--- src/logic/qctu_params.svh ---
// Constants for the quad cascadable timer unit
`ifndef QCTU_PARAMS_SVH
`define QCTU_PARAMS_SVH

// ==============================================
// Register bus
`define QCTU_AW 8
`define QCTU_DW 32
`define QCTU_A_CLKSEL 8'h04
`define QCTU_A_BRGDIV 8'h08
`define QCTU_A_ISTAT 8'h50
`define QCTU_A_ICLR 8'h54
`define QCTU_A_IEN 8'h58
// Per-timer groups: address[7:4] group, address[3:2] timer
`define QCTU_G_CFG 4'h1
`define QCTU_G_REF 4'h2
`define QCTU_G_CNT 4'h3
`define QCTU_G_CAP 4'h4

// ==============================================
// Widths and reset values
`define QCTU_TW 16
`define QCTU_CFG_W 9
`define QCTU_CFG_RST 9'h001
`define QCTU_REF_RST 16'hFFFF
`define QCTU_BRGDIV_RST 16'h0000
`define QCTU_DIV16_LAST 4'hF
`define QCTU_CLKSEL_EXTERNAL_CLOCK_FIVE 0
`define QCTU_CLKSEL_DEDICATED_TIMER_CLOCK_PIN 1

// ==============================================
// Synchronised pin vector layout
`define QCTU_NSYNC 8
`define QCTU_S_GATE 4
`define QCTU_S_EXTERNAL_CLOCK_FIVE 6
`define QCTU_S_DEDICATED_TIMER_CLOCK_PIN 7

`endif

--- src/logic/qctu_pkg.sv ---
// Types for the quad cascadable timer unit
package qctu_pkg;
  typedef enum logic [1:0] {SRC_CHAIN, SRC_SYS, SRC_DIV16, SRC_PIN} qctu_src_t;
  typedef struct packed {
    logic run;
    logic gateRestart;
    logic gateEn;
    logic outEn;
    logic toggle;
    logic [1:0] capEdge;
    qctu_src_t src;
  } qctu_tcfg_t;
  typedef struct packed {
    logic [15:0] cnt;
    logic [15:0] cap;
    logic match;
    logic outLvl;
  } qctu_tmr_st_t;
endpackage

--- src/logic/qctu_top.sv ---
// Quad cascadable timer unit with interface-unit clock selection
`timescale 1ns/1ps
`default_nettype none
`include "qctu_params.svh"
module qctu_top
  import qctu_pkg::*;
#(
  parameter int NT = 4,
  parameter int TW = `QCTU_TW
) (
  input wire logic clk,
  input wire logic rst_b,
  input wire logic [`QCTU_AW-1:0] regAddr,
  input wire logic [`QCTU_DW-1:0] regWdata,
  input wire logic regWr,
  input wire logic regRd,
  output logic [`QCTU_DW-1:0] regRdata,
  input wire logic timerExtInput1,
  input wire logic timerExtInput2,
  input wire logic timerExtInput3,
  input wire logic timerExtInput4,
  input wire logic gateInFirstPair,
  input wire logic gateInSecondPair,
  input wire logic externalClockFive,
  input wire logic dedicatedTimerClockPin,
  output logic [NT-1:0] timerMatchOutput,
  output logic siuTimerTick,
  output logic irq
);

  // ==============================================
  // State
  typedef struct packed {
    qctu_tcfg_t [NT-1:0] cfg;
    logic [NT-1:0][TW-1:0] refv;
    logic [1:0] clkSel;
    logic [15:0] brgDiv;
    logic [15:0] brgCnt;
    logic brgTick;
    logic siuTick;
    logic [3:0] div16;
    logic [`QCTU_NSYNC-1:0] prev;
    logic [2*NT-1:0] istat;
    logic [2*NT-1:0] ien;
    logic [`QCTU_DW-1:0] rdata;
  } qctu_top_st_t;
  qctu_top_st_t st_r, st_nxt;

  logic [`QCTU_NSYNC-1:0] syncd;
  logic [`QCTU_NSYNC-1:0] rise;
  logic [`QCTU_NSYNC-1:0] fall;
  logic div16Tick;
  logic brgIn;
  logic [NT-1:0] srcTick;
  logic [NT-1:0] gateBlock;
  logic [NT-1:0] restart;
  logic [NT-1:0] capture;
  logic [NT-1:0] tmrMatch;
  logic [NT-1:0] tmrOut;
  logic [NT-1:0][TW-1:0] tmrCnt;
  logic [NT-1:0][TW-1:0] tmrCap;
  logic [1:0] tIdx;
  logic [3:0] grp;

  // ==============================================
  // Pin synchronisers
  // Slow external pins; edges seen here assume each level stands two clocks
  qctu_sync #(.W(`QCTU_NSYNC)) u_sync (
    .clk(clk),
    .rst_b(rst_b),
    .pinIn({dedicatedTimerClockPin, externalClockFive, gateInSecondPair, gateInFirstPair,
      timerExtInput4, timerExtInput3, timerExtInput2, timerExtInput1}),
    .pinOut(syncd)
  );

  assign rise = syncd & ~st_r.prev;
  assign fall = ~syncd & st_r.prev;
  assign div16Tick = (st_r.div16 == `QCTU_DIV16_LAST);
  assign tIdx = regAddr[3:2];
  assign grp = regAddr[7:4];

  // ==============================================
  // Timer sources, gates and capture
  always_comb begin
    for (int i = 0; i < NT; i++) begin
      case (st_r.cfg[i].src)
        SRC_CHAIN: begin
          // Previous timer's match drives this count; timer 1 takes timer 4's match
          srcTick[i] = tmrMatch[(i + NT - 1) % NT];
        end
        SRC_SYS: begin
          srcTick[i] = 1'b1;
        end
        SRC_DIV16: begin
          srcTick[i] = div16Tick;
        end
        SRC_PIN: begin
          srcTick[i] = rise[i];
        end
        default: begin
          srcTick[i] = 1'b0;
        end
      endcase
      // Timers 1,2 follow the first gate, 3,4 the second
      gateBlock[i] = st_r.cfg[i].gateEn && !syncd[`QCTU_S_GATE + i / 2];
      restart[i] = st_r.cfg[i].gateEn && st_r.cfg[i].gateRestart
        && rise[`QCTU_S_GATE + i / 2];
      capture[i] = (rise[i] && st_r.cfg[i].capEdge[0])
        || (fall[i] && st_r.cfg[i].capEdge[1]);
    end
  end

  // ==============================================
  // Timers
  generate
    for (genvar g = 0; g < NT; g++) begin : g_tmr
      qctu_timer #(.TW(TW)) u_tmr (
        .clk(clk),
        .rst_b(rst_b),
        .tick(srcTick[g]),
        .run(st_r.cfg[g].run),
        .gateBlock(gateBlock[g]),
        .restart(restart[g]),
        .capture(capture[g]),
        .refVal(st_r.refv[g]),
        .toggleMode(st_r.cfg[g].toggle),
        .outEn(st_r.cfg[g].outEn),
        .cnt(tmrCnt[g]),
        .cap(tmrCap[g]),
        .match(tmrMatch[g]),
        .outLvl(tmrOut[g])
      );
    end
  endgenerate

  // ==============================================
  // Baud generator input and interface-unit clock choice
  assign brgIn = st_r.clkSel[`QCTU_CLKSEL_EXTERNAL_CLOCK_FIVE] ? rise[`QCTU_S_EXTERNAL_CLOCK_FIVE] : 1'b1;

  // ==============================================
  // Next state
  always_comb begin
    st_nxt = st_r;
    st_nxt.prev = syncd;
    st_nxt.div16 = st_r.div16 + 4'h1;
    st_nxt.brgTick = 1'b0;
    if (brgIn) begin
      if (st_r.brgCnt >= st_r.brgDiv) begin
        st_nxt.brgCnt = '0;
        st_nxt.brgTick = 1'b1;
      end else begin
        st_nxt.brgCnt = st_r.brgCnt + 16'h0001;
      end
    end
    // Two sources never both reach the interface-unit timers
    if (st_r.clkSel[`QCTU_CLKSEL_DEDICATED_TIMER_CLOCK_PIN]) begin
      st_nxt.siuTick = rise[`QCTU_S_DEDICATED_TIMER_CLOCK_PIN];
    end else begin
      st_nxt.siuTick = st_r.brgTick;
    end
    // Set wins over a clear in the same cycle
    st_nxt.istat = st_r.istat | {capture, tmrMatch};
    st_nxt.rdata = '0;
    if (regWr) begin
      case (grp)
        `QCTU_G_CFG: begin
          st_nxt.cfg[tIdx] = regWdata[`QCTU_CFG_W-1:0];
        end
        `QCTU_G_REF: begin
          st_nxt.refv[tIdx] = regWdata[TW-1:0];
        end
        default: begin
          case (regAddr)
            `QCTU_A_CLKSEL: st_nxt.clkSel = regWdata[1:0];
            `QCTU_A_BRGDIV: st_nxt.brgDiv = regWdata[15:0];
            `QCTU_A_ICLR: st_nxt.istat = (st_r.istat & ~regWdata[2*NT-1:0])
              | {capture, tmrMatch};
            `QCTU_A_IEN: st_nxt.ien = regWdata[2*NT-1:0];
            default: st_nxt.ien = st_r.ien;
          endcase
        end
      endcase
    end
    if (regRd) begin
      case (grp)
        `QCTU_G_CFG: st_nxt.rdata = {23'h000000, st_r.cfg[tIdx]};
        `QCTU_G_REF: st_nxt.rdata = {16'h0000, st_r.refv[tIdx]};
        `QCTU_G_CNT: st_nxt.rdata = {16'h0000, tmrCnt[tIdx]};
        `QCTU_G_CAP: st_nxt.rdata = {16'h0000, tmrCap[tIdx]};
        default: begin
          case (regAddr)
            `QCTU_A_CLKSEL: st_nxt.rdata = {30'h00000000, st_r.clkSel};
            `QCTU_A_BRGDIV: st_nxt.rdata = {16'h0000, st_r.brgDiv};
            `QCTU_A_ISTAT: st_nxt.rdata = {24'h000000, st_r.istat};
            `QCTU_A_IEN: st_nxt.rdata = {24'h000000, st_r.ien};
            default: st_nxt.rdata = '0;
          endcase
        end
      endcase
    end
  end

  always_ff @(posedge clk or negedge rst_b) begin
    if (!rst_b) begin
      st_r <= '0;
      for (int i = 0; i < NT; i++) begin
        st_r.cfg[i] <= `QCTU_CFG_RST;
        st_r.refv[i] <= `QCTU_REF_RST;
      end
      st_r.brgDiv <= `QCTU_BRGDIV_RST;
    end else begin
      st_r <= st_nxt;
    end
  end

  // ==============================================
  // Outputs
  assign regRdata = st_r.rdata;
  assign timerMatchOutput = tmrOut;
  assign siuTimerTick = st_r.siuTick;
  assign irq = |(st_r.istat & st_r.ien);

  // ==============================================
  // Checks
  AST_DIV16: assert property (@(posedge clk) disable iff (!rst_b)
    div16Tick |=> !div16Tick [*8])
    else $error("divide-by-16 tick too early");
  AST_CASCADE: assert property (@(posedge clk) disable iff (!rst_b)
    tmrMatch[0] && st_r.cfg[1].src == SRC_CHAIN && st_r.cfg[1].run
      && !gateBlock[1] && !restart[1] && st_r.refv[1] != 16'h0000
      |=> tmrCnt[1] != $past(tmrCnt[1]))
    else $error("chained timer missed its carry");
  AST_DEDICATED_TIMER_CLOCK_PIN_EXCL: assert property (@(posedge clk) disable iff (!rst_b)
    st_r.clkSel[`QCTU_CLKSEL_DEDICATED_TIMER_CLOCK_PIN] && !rise[`QCTU_S_DEDICATED_TIMER_CLOCK_PIN] |=> !siuTimerTick)
    else $error("baud generator leaked past dedicated clock");
  AST_DEDICATED_TIMER_CLOCK_PIN: assert property (@(posedge clk) disable iff (!rst_b)
    st_r.clkSel[`QCTU_CLKSEL_DEDICATED_TIMER_CLOCK_PIN] && rise[`QCTU_S_DEDICATED_TIMER_CLOCK_PIN] |=> siuTimerTick)
    else $error("dedicated clock edge lost");
  AST_EXTERNAL_CLOCK_FIVE: assert property (@(posedge clk) disable iff (!rst_b)
    st_r.clkSel == 2'h1 && !rise[`QCTU_S_EXTERNAL_CLOCK_FIVE] |=> !st_r.brgTick)
    else $error("baud generator stepped without clock five edge");
  AST_BRG_INT: assert property (@(posedge clk) disable iff (!rst_b)
    st_r.clkSel == 2'h0 && st_r.brgTick |=> siuTimerTick)
    else $error("internal baud tick lost");
  AST_GATE_PAIR: assert property (@(posedge clk) disable iff (!rst_b)
    st_r.cfg[3].gateEn && !syncd[`QCTU_S_GATE + 1] |-> gateBlock[3] && !gateBlock[1] == 1'b1
      || st_r.cfg[1].gateEn)
    else $error("second gate misrouted");
  AST_IRQ: assert property (@(posedge clk) disable iff (!rst_b)
    tmrMatch[0] && st_r.ien[0] |=> irq)
    else $error("match interrupt missed");

  AST_CASCADE_HOLD: assert property (@(posedge clk) disable iff (!rst_b)
    st_r.cfg[1].src == SRC_CHAIN && st_r.cfg[1].run && !tmrMatch[0] && !restart[1]
      |=> tmrCnt[1] == $past(tmrCnt[1]))
    else $error("chained timer moved without carry");

  AST_SRC_SYS: assert property (@(posedge clk) disable iff (!rst_b)
    st_r.cfg[0].run && st_r.cfg[0].src == SRC_SYS && !gateBlock[0] && !restart[0]
      && tmrCnt[0] != st_r.refv[0] |=> tmrCnt[0] == $past(tmrCnt[0]) + 16'h0001)
    else $error("system clock timer did not step");

  AST_SRC_DIV16: assert property (@(posedge clk) disable iff (!rst_b)
    st_r.cfg[1].run && st_r.cfg[1].src == SRC_DIV16 && !div16Tick && !restart[1]
      |=> tmrCnt[1] == $past(tmrCnt[1]))
    else $error("divided timer stepped off its tick");

  AST_SRC_PIN: assert property (@(posedge clk) disable iff (!rst_b)
    st_r.cfg[2].run && st_r.cfg[2].src == SRC_PIN && !rise[2] && !restart[2]
      |=> tmrCnt[2] == $past(tmrCnt[2]))
    else $error("pin timer stepped without an edge");

  AST_DIV16_PERIOD: assert property (@(posedge clk) disable iff (!rst_b)
    div16Tick |-> ##16 div16Tick)
    else $error("divide-by-16 period wrong");

  AST_RUN_OFF: assert property (@(posedge clk) disable iff (!rst_b)
    !st_r.cfg[0].run |=> tmrCnt[0] == 16'h0000)
    else $error("stopped timer kept a count");

  AST_OUT_IDLE: assert property (@(posedge clk) disable iff (!rst_b)
    !st_r.cfg[0].outEn |=> timerMatchOutput[0])
    else $error("disabled output not high");

  AST_OUT_PULSE: assert property (@(posedge clk) disable iff (!rst_b)
    $past(st_r.cfg[0].outEn) && !$past(st_r.cfg[0].toggle)
      |-> timerMatchOutput[0] == !tmrMatch[0])
    else $error("pulse output does not follow match");

  AST_OUT_TOGGLE_HOLD: assert property (@(posedge clk) disable iff (!rst_b)
    $past(st_r.cfg[0].outEn) && $past(st_r.cfg[0].toggle) && !tmrMatch[0]
      |-> timerMatchOutput[0] == $past(timerMatchOutput[0]))
    else $error("toggle output moved without match");

  AST_CAPEDGE_NONE: assert property (@(posedge clk) disable iff (!rst_b)
    st_r.cfg[0].capEdge == 2'h0 |-> !capture[0])
    else $error("capture with no edge selected");

  AST_CAP_SET: assert property (@(posedge clk) disable iff (!rst_b)
    capture[0] |=> st_r.istat[NT])
    else $error("capture status not set");

  AST_GATE1_T1: assert property (@(posedge clk) disable iff (!rst_b)
    st_r.cfg[0].gateEn && !syncd[`QCTU_S_GATE] |-> gateBlock[0])
    else $error("first gate did not hold timer 1");

  AST_RESTART_SRC: assert property (@(posedge clk) disable iff (!rst_b)
    restart[1] |-> rise[`QCTU_S_GATE])
    else $error("timer 2 restarted without first gate edge");

  AST_GATE_OFF: assert property (@(posedge clk) disable iff (!rst_b)
    !st_r.cfg[2].gateEn |-> !gateBlock[2] && !restart[2])
    else $error("ungated timer 3 held by gate");

  AST_BRG_SYS: assert property (@(posedge clk) disable iff (!rst_b)
    st_r.clkSel == 2'h0 && st_r.brgDiv == 16'h0000 |=> st_r.brgTick)
    else $error("internal baud input missing");

  // ==============================================
  // Register bus and interrupt checks

  AST_RD_ZERO: assert property (@(posedge clk) disable iff (!rst_b)
    !$past(regRd) |-> regRdata == 32'h00000000)
    else $error("read data outside its cycle");

  AST_ISTAT_SET: assert property (@(posedge clk) disable iff (!rst_b)
    tmrMatch[0] |=> st_r.istat[0])
    else $error("match status not set");

  AST_ISTAT_HOLD: assert property (@(posedge clk) disable iff (!rst_b)
    st_r.istat[0] && !(regWr && regAddr == `QCTU_A_ICLR) |=> st_r.istat[0])
    else $error("status bit lost without clear");

  AST_IEN_MASK: assert property (@(posedge clk) disable iff (!rst_b)
    st_r.ien == 8'h00 |-> !irq)
    else $error("masked interrupt raised");
endmodule
`default_nettype wire

--- src/logic/qctu_sync.sv ---
// Three-stage pin synchroniser with agreement filter
`timescale 1ns/1ps
`default_nettype none
module qctu_sync #(
  parameter int W = 8
) (
  input wire logic clk,
  input wire logic rst_b,
  input wire logic [W-1:0] pinIn,
  output logic [W-1:0] pinOut
);
  typedef struct packed {
    logic [W-1:0] s1;
    logic [W-1:0] s2;
    logic [W-1:0] s3;
    logic [W-1:0] o;
  } qctu_sync_st_t;
  qctu_sync_st_t st_r, st_nxt;

  always_comb begin
    st_nxt = st_r;
    st_nxt.s1 = pinIn;
    st_nxt.s2 = st_r.s1;
    st_nxt.s3 = st_r.s2;
    // Take a change only once stages two and three agree
    for (int i = 0; i < W; i++) begin
      if (st_r.s2[i] == st_r.s3[i]) begin
        st_nxt.o[i] = st_r.s3[i];
      end
    end
  end

  always_ff @(posedge clk or negedge rst_b) begin
    if (!rst_b) begin
      st_r <= '0;
    end else begin
      st_r <= st_nxt;
    end
  end

  assign pinOut = st_r.o;
endmodule
`default_nettype wire

--- src/logic/qctu_timer.sv ---
// One 16-bit timer: count, reference match, output and capture
`timescale 1ns/1ps
`default_nettype none
`include "qctu_params.svh"
module qctu_timer
  import qctu_pkg::*;
#(
  parameter int TW = `QCTU_TW
) (
  input wire logic clk,
  input wire logic rst_b,
  input wire logic tick,
  input wire logic run,
  input wire logic gateBlock,
  input wire logic restart,
  input wire logic capture,
  input wire logic [TW-1:0] refVal,
  input wire logic toggleMode,
  input wire logic outEn,
  output logic [TW-1:0] cnt,
  output logic [TW-1:0] cap,
  output logic match,
  output logic outLvl
);
  qctu_tmr_st_t st_r, st_nxt;

  always_comb begin
    st_nxt = st_r;
    st_nxt.match = 1'b0;
    if (capture) begin
      st_nxt.cap = st_r.cnt;
    end
    if (!run) begin
      st_nxt.cnt = '0;
    end else if (restart) begin
      st_nxt.cnt = '0;
    end else if (tick && !gateBlock) begin
      if (st_r.cnt == refVal) begin
        st_nxt.cnt = '0;
        st_nxt.match = 1'b1;
      end else begin
        st_nxt.cnt = st_r.cnt + 16'h0001;
      end
    end
    // Pulse idles high; the low pulse lasts one clock
    if (!outEn) begin
      st_nxt.outLvl = 1'b1;
    end else if (st_nxt.match) begin
      st_nxt.outLvl = toggleMode ? !st_r.outLvl : 1'b0;
    end else if (!toggleMode) begin
      st_nxt.outLvl = 1'b1;
    end
  end

  always_ff @(posedge clk or negedge rst_b) begin
    if (!rst_b) begin
      st_r <= '{cnt: '0, cap: '0, match: 1'b0, outLvl: 1'b1};
    end else begin
      st_r <= st_nxt;
    end
  end

  assign cnt = st_r.cnt;
  assign cap = st_r.cap;
  assign match = st_r.match;
  assign outLvl = st_r.outLvl;

  AST_MATCH: assert property (@(posedge clk) disable iff (!rst_b)
    run && !restart && tick && !gateBlock && cnt == refVal |=> match && cnt == 16'h0000)
    else $error("match did not fire on reference");
  AST_PULSE: assert property (@(posedge clk) disable iff (!rst_b)
    match && !$past(toggleMode) && $past(outEn) |-> !outLvl ##1 (outLvl || match))
    else $error("pulse output wrong");
  AST_TOGGLE: assert property (@(posedge clk) disable iff (!rst_b)
    match && $past(toggleMode) && $past(outEn) |-> outLvl != $past(outLvl))
    else $error("toggle output did not invert");
  AST_CAPTURE: assert property (@(posedge clk) disable iff (!rst_b)
    capture |=> cap == $past(cnt))
    else $error("capture lost count");
  AST_GATED: assert property (@(posedge clk) disable iff (!rst_b)
    run && gateBlock && !restart |=> cnt == $past(cnt) && !match)
    else $error("gated timer counted");
  AST_RESTART: assert property (@(posedge clk) disable iff (!rst_b)
    restart |=> cnt == 16'h0000)
    else $error("gate restart did not clear");
endmodule
`default_nettype wire

--- config.mk ---
export PLATFORM = sky130hd
export DESIGN_NAME = qctu_top
export DESIGN_NICKNAME = d
export VERILOG_FILES = /design/src/logic/qctu_pkg.sv /design/src/logic/qctu_top.sv /design/src/logic/qctu_sync.sv /design/src/logic/qctu_timer.sv
export VERILOG_INCLUDE_DIRS = /design/src /design/src/logic
export SDC_FILE = /design/constraint.sdc
export NUM_CORES = 1
export LEC_CHECK = 0
export BUFFER_PORTS_ARGS = -buffer_cell sky130_fd_sc_hd__buf_2
export CORE_ASPECT_RATIO = 1.25
export CORE_MARGIN = 5
export CORE_UTILIZATION = 65
export DETAILED_ROUTE_END_ITERATION = 12
export GPL_TIMING_DRIVEN = 0
export PLACE_DENSITY = 0.84
export SLEW_MARGIN = 15
export SYNTH_ARGS = -nofsm -noshare
export SYNTH_HDL_FRONTEND = slang
export SYNTH_SLANG_ARGS = --single-unit
--- constraint.sdc ---
create_clock -name clk -period 3.95 [get_ports clk]
set_input_delay 0.395 -clock clk [delete_from_list [all_inputs] [get_ports clk]]
set_output_delay 0.395 -clock clk [all_outputs]
set_load 0.05 [all_outputs]
# Word level (Yosys, flattened, before mapping)
# Cells that the tools add are included.
# word_totals
register_bits,364
input_bits,52
output_inout_bits,38
# op_classes
bitwise,10
reduce_logical,50
n_mux,78
magnitude_cmp,3
eq_ne,42
n_addsub,6
# ops
op,n
$mux W16,24
$pmux W16 S4,2
$bmux W16 S2,3
$add A16 B1 Y16 const B,5
$bwmux W64,1
$eq A16 B16 Y1,4
$bwmux W36,1
$mux W1,36
$demux W16 S2,1
$logic_and A1 B1 Y1,25
$and A8 B8 Y8,3
$eq A8 B7 Y1 const B,3
$bmux W9 S2,1
$demux W9 S2,1
$mux W9,2
$eq A2 B2 Y1 const B,8
$ge A16 B16 Y1,1
$mux W8,2
$not A8 Y8,2
$or A8 B8 Y8,2
$pmux W1 S4,4
$ne A3 B1 Y1 const B,4
$ne A3 B2 Y1 const B,4
$logic_not A1 Y1,10
20 further kinds,40

# Logic depth before layout (Yosys ltp)
# Gate-level depths: netlist of the first run.
# logic_depth
ltp_word,9
mapped_depth,8

# By module
# A second synthesis of the first run with hierarchy kept.
# hier_totals
cells_unflattened,1467
hier_area_um2,17962.2
# by_module_without_submodules
mod,n_inst,cells_per_inst,area_each_um2
qctu_top,1,747,9774.4
qctu_timer,4,168,1809.2
qctu_sync,1,48,950.9

# Worst setup path after synthesis of the first run
# Ideal clock, no wire load.
# synth_path
kind,reg-to-reg
from,register st_r[56] (netlist name)
to,"register g_tmr[0].u_tmr.st_r, in the netlist g_tmr[0].u_tmr.cnt[7]"
t_arrival_ns,2.053
slack_ns,1.819
n_path_buf,2
required_time_ns,3.872
setup_ns,0.078
synth_period_minus_slack_ns,2.131
stages_incl_launch_ff,9
path_cell_list,dfrtp_1 -> ha_1 -> and3_1 -> a211o_1 -> a21boi_1 -> buf_2 -> buf_2 -> o21ai_0 -> a21oi_1
# synth_between
elab_chain_len,4
# synth_lines
item,line,source
start: declaration,qctu_top.sv:47,"qctu_top_st_t st_r, st_nxt;"
start signal: assignment,qctu_top.sv:212,st_r <= st_nxt;
$eq A4 B4 Y1 (no source line),-,
$pmux W1 S4,qctu_top.sv:86,case (st_r.cfg[i].src)
$logic_and A1 B1 Y1,qctu_timer.sv:37,end else if (tick && !gateBlock) begin
$ne A3 B1 Y1 (no source line),-,
end signal: assignment,qctu_timer.sv:57,"st_r <= '{cnt: '0, cap: '0, match: 1'b0, outLvl: 1'b1};"
end signal: assignment,qctu_timer.sv:59,st_r <= st_nxt;
end: declaration,qctu_timer.sv:25,"qctu_tmr_st_t st_r, st_nxt;"
# No other way between the ends.
# A chain may end at the register's enable or synchronous reset.

# Worst setup path in the final report of the first run
# layout_path
from,register st_r[56] (netlist name)
to,"register g_tmr[1].u_tmr.st_r, in the netlist g_tmr[1].u_tmr.cnt[4]"
# layout_between
elab_chain_len,4
# layout_lines
item,line
$eq A4 B4 Y1 (no source line),-
$pmux W1 S4,qctu_top.sv:86
$logic_and A1 B1 Y1,qctu_timer.sv:37
$ne A3 B1 Y1 (no source line),-
end signal: assignment,qctu_timer.sv:57
end signal: assignment,qctu_timer.sv:59
end: declaration,qctu_timer.sv:25
# No other way between the ends.

==> flow_metrics.tcl, run 1 <==
set metrics [dict create \
    finalCritPeriodShare_pct 74.4 \
    cts_made_buffers 37 \
    finalWeightedCongestion 0.956 \
    maxCapViolCount 0 \
    grt_antenna_before_repair 0 \
    core.rowCount 67 \
    via_per_inst 6.87 \
    cp-start-kind "flip-flop" \
    hold_violations 0 \
    drtIter0Drc 1490 \
    place_hpwl_mm 36.6 \
    wl_met1_mm 18.1 \
    holdWs_ns 0.132 \
    insertion_delay_ns 0.55 \
    clock_skew_ns 0.0168 \
    final_cell_count_no_fill 1970 \
    multi_input_area_mm2 0.00813 \
    n_fill_cell 1708 \
    pwr-share-comb_pct 15.2 \
    nets 1670 \
    synth.cell_area_mm2 0.0178 \
    worstHoldStart "regWdata[0]" \
    power.internal_mw 6.67 \
    cts.sink_count 348 \
    required_ns 4.37 \
    cts.htree.levels 2 \
    pre_cts_ws_ns 1.13 \
    cts_resized 0 \
    p_seq_share_pct 45.4 \
    post_cts_buffers 0 \
    r2r_cells 6 \
    slew_viol_final 0 \
    fin_crit_ns 2.94 \
    grt_overflow 0 \
    yosys-top-cells-area "dfrtp_1, mux2_2, dfstp_2, mux4_2, xor2_1" \
    syn_inst 1477 \
    diodes 0 \
    ant_nets 0 \
    status "completed" \
    r2r_start "st_r[56]" \
    crit_fanout 8 \
    setup_ws_ns 1.01 \
    die_w_um 158 \
    grt_pass1_wl_mm 80.2 \
    grt_start_max_net_pins 104 \
    syn_to_final_growth_pct 12.5 \
    dieArea_mm2 0.0308 \
    initial_core_util_pct 66.1 \
    power_mw 9.27 \
    coreArea_mm2 0.0269 \
    ys_ff_latch 348 \
    grt.total_usage_pct 34.0 \
    setup_viol 0 \
    synth-main-ff-cell "dfrtp_1" \
    setup.worst_path.start "st_r[56]" \
    power_switching_mw 2.61 \
    power.density_mw_per_mm2 463 \
    clock_path_buffers 3 \
    power.share.clock_pct 39.4 \
    clk_pin_slew_ns 0.06 \
    wirelength_mm 51.7 \
    synth.largest_area_cell "dfrtp_1" \
    ys_async_sr_fraction_pct 100 \
    drc 0 \
    hold_buffers 9 \
    yosysSeqAreaShare_pct 49.4 \
    critPathKind "flip-flop to flip-flop" \
    synth_edf_count 0 \
    io_buffers 53 \
    hold_path_depth 2 \
    p_leak_nw 8.87 \
    fmax_ghz 0.340 \
    synth_top_area_share_pct 38.8 \
    critPathArrivalTime_ns 3.36 \
    drt_pass1_iterations 6 \
    top_layer_used "met4" \
    rsz0062_at_grt "false" \
    switching_share_pct 28.1 \
    relSlewSlack_pct 22.4 \
    vias 13530 \
    worst_pin_slew_ns 1.16 \
    grt_pass1_vias 14134 \
    cts_tree "done" \
    ys_warn_count 0 \
    end_kind "flip-flop" \
    drive_gt1_share_pct 31.6 \
    syn_area_per_cell_um2 12.0 \
    cts_root_buf "clkbuf_16" \
    die_h_um 195 \
    ys_types 80 \
    regArea_mm2 0.00880 \
    numPlacedInstances 1893 \
    wl_per_cell_um 26.2 \
    ir_worst_vdd_v 0.000367 \
    wl_met2_mm 25.1 \
    min_path_type "input pin to flip-flop" \
    ios 90 \
    met3_length_mm 4.63 \
]
## worst paths after layout
check	to	slack (ns)
setup / recovery	g_tmr[1].u_tmr.cnt[4]	1.01
hold / removal	st_r[32]	0.13
min in group asynchronous	u_sync.pinOut[7]	0.42
setup reg to reg	g_tmr[1].u_tmr.cnt[4]	1.01
max in group asynchronous	st_r[125]	2.24
hold reg to reg	u_sync.st_nxt[12]	0.35
## metrics by stage
step                      util, %  TNS [ns]  instance area, um^2
after floorplan                 -         0                17900
after global placement       68.9  -1201.18                18600
after detailed placement     69.3         0                18600
after CTS                    74.4         0                20000
after global routing         74.4         0                20000
final                        74.4         0                20000
## area by class of cell
cell class                 count  area share [%]
clock buffer                  51            5.19
multi-input combinational    956            40.6
sequential                   348            44.0
inverter                      50           0.938
buffer                       138            3.73
clock inverter                17            1.18
timing repair buffer          65            2.24
tap                          345            2.16
## registers in the layout, indices dropped and copies added, names as in the netlist
name / cells
st_r: 163
g_tmr.u_tmr.cap: 64
g_tmr.u_tmr.cnt: 64
regRdata: 16
u_sync.st_nxt: 16
u_sync.pinOut: 8
u_sync.st_r: 8
g_tmr.u_tmr.match: 4
g_tmr.u_tmr.outLvl: 4
siuTimerTick: 1
## synthesized netlist by cell type (all sizes together), types with 3 or more instances
cell type,count
nor2b,18
a31oi,18
or4,12
clkbuf,64
nand4,41
o31ai,23
a22o,13
nor4,17
buf,74
o21ai,44
a22oi,39
nand3b,4
or3,16
a211o,4
mux2,174
dfstp,72
xnor2,36
nand2b,7
maj3,8
a211oi,11
o22ai,11
nor2,10
xor2,45
a21oi,53
nand2,83
nor3b,3
mux2i,8
inv,50
and3,31
dfrtp,276
nor4b,4
a32o,3
or2,5
a221oi,8
and4,7
nor3,15
nand3,37
a21o,14
ha,22
o21a,4
a32oi,3
and2,6
mux4,57
## routing by layer
metal / vias up / track usage, %
met5: - / 0
met4: 0 / 21.1
met3: 241 / 6.20
met2: 801 / 55.0
met1: 6802 / 42.3
li1: 5686 / -
## critical path: stages (launching register included)
cell	delay (ns)
dfrtp_1	0.40
ha_1	0.23
and3_1	0.27
a211oi_1	0.99
o21ai_1	0.44
nand3_1	0.36
o22ai_1	0.13
## cell families after synthesis
family                     Yosys count  share of synthesized area [%]
AOI/OAI and AO/OA                  263                           9.86
buffers and inverters              188                           5.24
muxes                              239                           18.7
xor gates and xnor gates            81                           3.99
adders and majority gates           30                           2.00
DFF                                348                           49.4
and+or+nand+nor                    327                           10.7
other                                1                         0.0211
## cells in the final DEF, fill, tap and decap left out, types with 39 or more instances in the layout
master and count:
dfrtp_1 276, mux2_2 174, nand2_1 83, buf_2 76
dfstp_2 72, clkbuf_1 71, mux4_2 55, a21oi_1 53
inv_1 50, xor2_1 45, buf_4 42, o21ai_0 41
nand4_1 40, a22oi_1 39
## power groups by stage
| stage | registers, mW | logic (mW) | clock network [mW] |
|---|---|---|---|
| after CTS | 4.20 | 1.39 | 3.67 |
| after global placement | 4.23 | 1.30 | 0 |
| final | 4.21 | 1.41 | 3.65 |
| after detailed placement | 4.25 | 1.36 | 0 |
| after floorplan | 4.14 | 0.943 | 0 |
| after global routing | 4.24 | 1.51 | 3.82 |
Power figures use the tool's default switching activity.
==> inputs of run 2 (changes only) <==
--- a/config.mk
+++ b/config.mk
@@ -9,10 +9,10 @@
 export BUFFER_PORTS_ARGS = -buffer_cell sky130_fd_sc_hd__buf_2
 export CORE_ASPECT_RATIO = 1.25
 export CORE_MARGIN = 5
-export CORE_UTILIZATION = 65
+export CORE_UTILIZATION = 62
 export DETAILED_ROUTE_END_ITERATION = 12
 export GPL_TIMING_DRIVEN = 0
-export PLACE_DENSITY = 0.84
+export PLACE_DENSITY = 0.81
 export SLEW_MARGIN = 15
 export SYNTH_ARGS = -nofsm -noshare
 export SYNTH_HDL_FRONTEND = slang
==> constraint.sdc (replaced) <==
create_clock -name clk -period 2.72 [get_ports clk]
set_input_delay 0.272 -clock clk [delete_from_list [all_inputs] [get_ports clk]]
set_output_delay 0.272 -clock clk [all_outputs]
set_load 0.05 [all_outputs]
==> flow_metrics.tcl, run 2 (synthesis gave the netlist of run 1 again) <==
set metrics [dict create \
    status "completed" \
    diodes 0 \
    grt_overflow 0 \
    slew_viol_final 0 \
    cp-start-kind "flip-flop" \
    clock_path_buffers 3 \
    drt_pass1_iterations 6 \
    grt_pass1_vias 13851 \
    relSlewSlack_pct 22.2 \
    dieArea_mm2 0.0322 \
    end_kind "flip-flop" \
    wl_per_cell_um 26.2 \
    finalWeightedCongestion 1.01 \
    power_mw 13.5 \
    place_hpwl_mm 36.7 \
    ios 90 \
    fin_area_mm2 0.0201 \
    io_buffers 53 \
    p_leak_nw 8.87 \
    cts.sink_count 348 \
    vias 13330 \
    cts_tree "done" \
    mostFrequentLayoutCell "dfrtp_1" \
    insertion_delay_ns 0.55 \
    crit_fanout 10 \
    regMostFlops "st_r" \
    final_cell_count_no_fill 1980 \
    maxCapViolCount 0 \
    worst_pin_slew_ns 1.17 \
    grt_pass1_wl_mm 79.2 \
    required_ns 3.14 \
    wirelength_mm 51.9 \
    nets 1671 \
    min_path_type "input pin to flip-flop" \
    critPathKind "flip-flop to flip-flop" \
    grt_antenna_before_repair 0 \
    ir_worst_vdd_v 0.000445 \
    via_per_inst 6.73 \
    numPlacedInstances 1903 \
    largest_reg_flops 163 \
    setup_viol 0 \
    drc 0 \
    drtIter0Drc 1400 \
    core.rowCount 69 \
    power.density_mw_per_mm2 674 \
    cts.htree.levels 2 \
    grt_start_max_net_pins 104 \
    syn_to_final_growth_pct 12.8 \
    fin_tns_setup_ns 0 \
    grt.total_usage_pct 32.3 \
    fmax_ghz 0.377 \
    final_cell_mix "dfrtp_1, mux2_2, nand2_1" \
    hold_violations 0 \
    clk_pin_slew_ns 0.06 \
    coreArea_mm2 0.0284 \
    drive_gt1_share_pct 32.4 \
    finalCritPeriodShare_pct 97.4 \
    fin_crit_ns 2.65 \
    pre_cts_ws_ns -0.0943 \
    critPathArrivalTime_ns 3.07 \
    placedInstanceArea_mm2 0.0187 \
    clock_skew_ns 0.0210 \
    initial_core_util_pct 62.7 \
    cts_root_buf "clkbuf_16" \
    die_h_um 199 \
    rsz0062_at_grt "true" \
    die_w_um 162 \
    ant_nets 0 \
    setup_ws_ns 0.0699 \
    cts_made_buffers 36 \
]
-- run 2: report_power, final --
part | switching (mW) | internal [mW]
clock network | 2.16 | 3.18
logic | 1.23 | 0.837
registers | 0.440 | 5.68
total | 3.83 | 9.69
-- run 2: worst paths after layout --
kind	start	to	slack, ns	cells after the start
worst max-delay path	u_sync.pinOut[3]	g_tmr[3].u_tmr.cap[9]	0.07	5
worst min-delay path	regWdata[1]	st_r[33]	0.01	2
worst max register to register	u_sync.pinOut[3]	g_tmr[3].u_tmr.cap[9]	0.07	5
worst min register to register	u_sync.st_nxt[21]	u_sync.st_nxt[13]	0.34	0
max in group asynchronous	rst_b	st_r[123]	1.58	3
min in group asynchronous	rst_b	u_sync.st_nxt[15]	0.26	2
-- run 2: layout make-up --
| class | count | area (um^2) |
|---|---|---|
| Clock inverter | 21 | 287 |
| Sequential cell | 348 | 8800 |
| Fill cell | 1918 | 8330 |
| Timing Repair Buffer | 67 | 465 |
| Inverter | 50 | 188 |
| Tap cell | 355 | 444 |
| Multi-Input combinational cell | 956 | 8160 |
| Buffer | 138 | 752 |
| Clock buffer | 45 | 986 |
-- run 2: repair_timing --
action,CTS,global route
resized for setup,7,9
pin swaps,2,2
hold buffers,10,0
buffers inserted,0,1
endpoints found under the hold margin,58,0
cloned,0,0
endpoints found under the setup margin,35,52
-- run 2: layer usage --
metal  track usage, %  share of wire [%]
met1             38.2                 36
met2             54.3                 49
met3             6.73                8.6
met4             20.0                7.0
met5                0                  0
-- run 2: stage by stage --
step                hold WS [ns]  utilization [%]
finish                    0.0144             70.7
global route              0.0135             70.7
CTS                      0.00819             70.6
floorplan                -0.0236                -
global placement           0.332             65.4
detailed placement         0.223             65.7
-- run 2: worst max-delay path, stage by stage (launching register included) --
cell	delay, ns
dfrtp_1	0.39
nor2b_1	0.22
nand2_1	0.09
o21ai_1	0.46
clkbuf_1	0.93
mux2_2	0.43
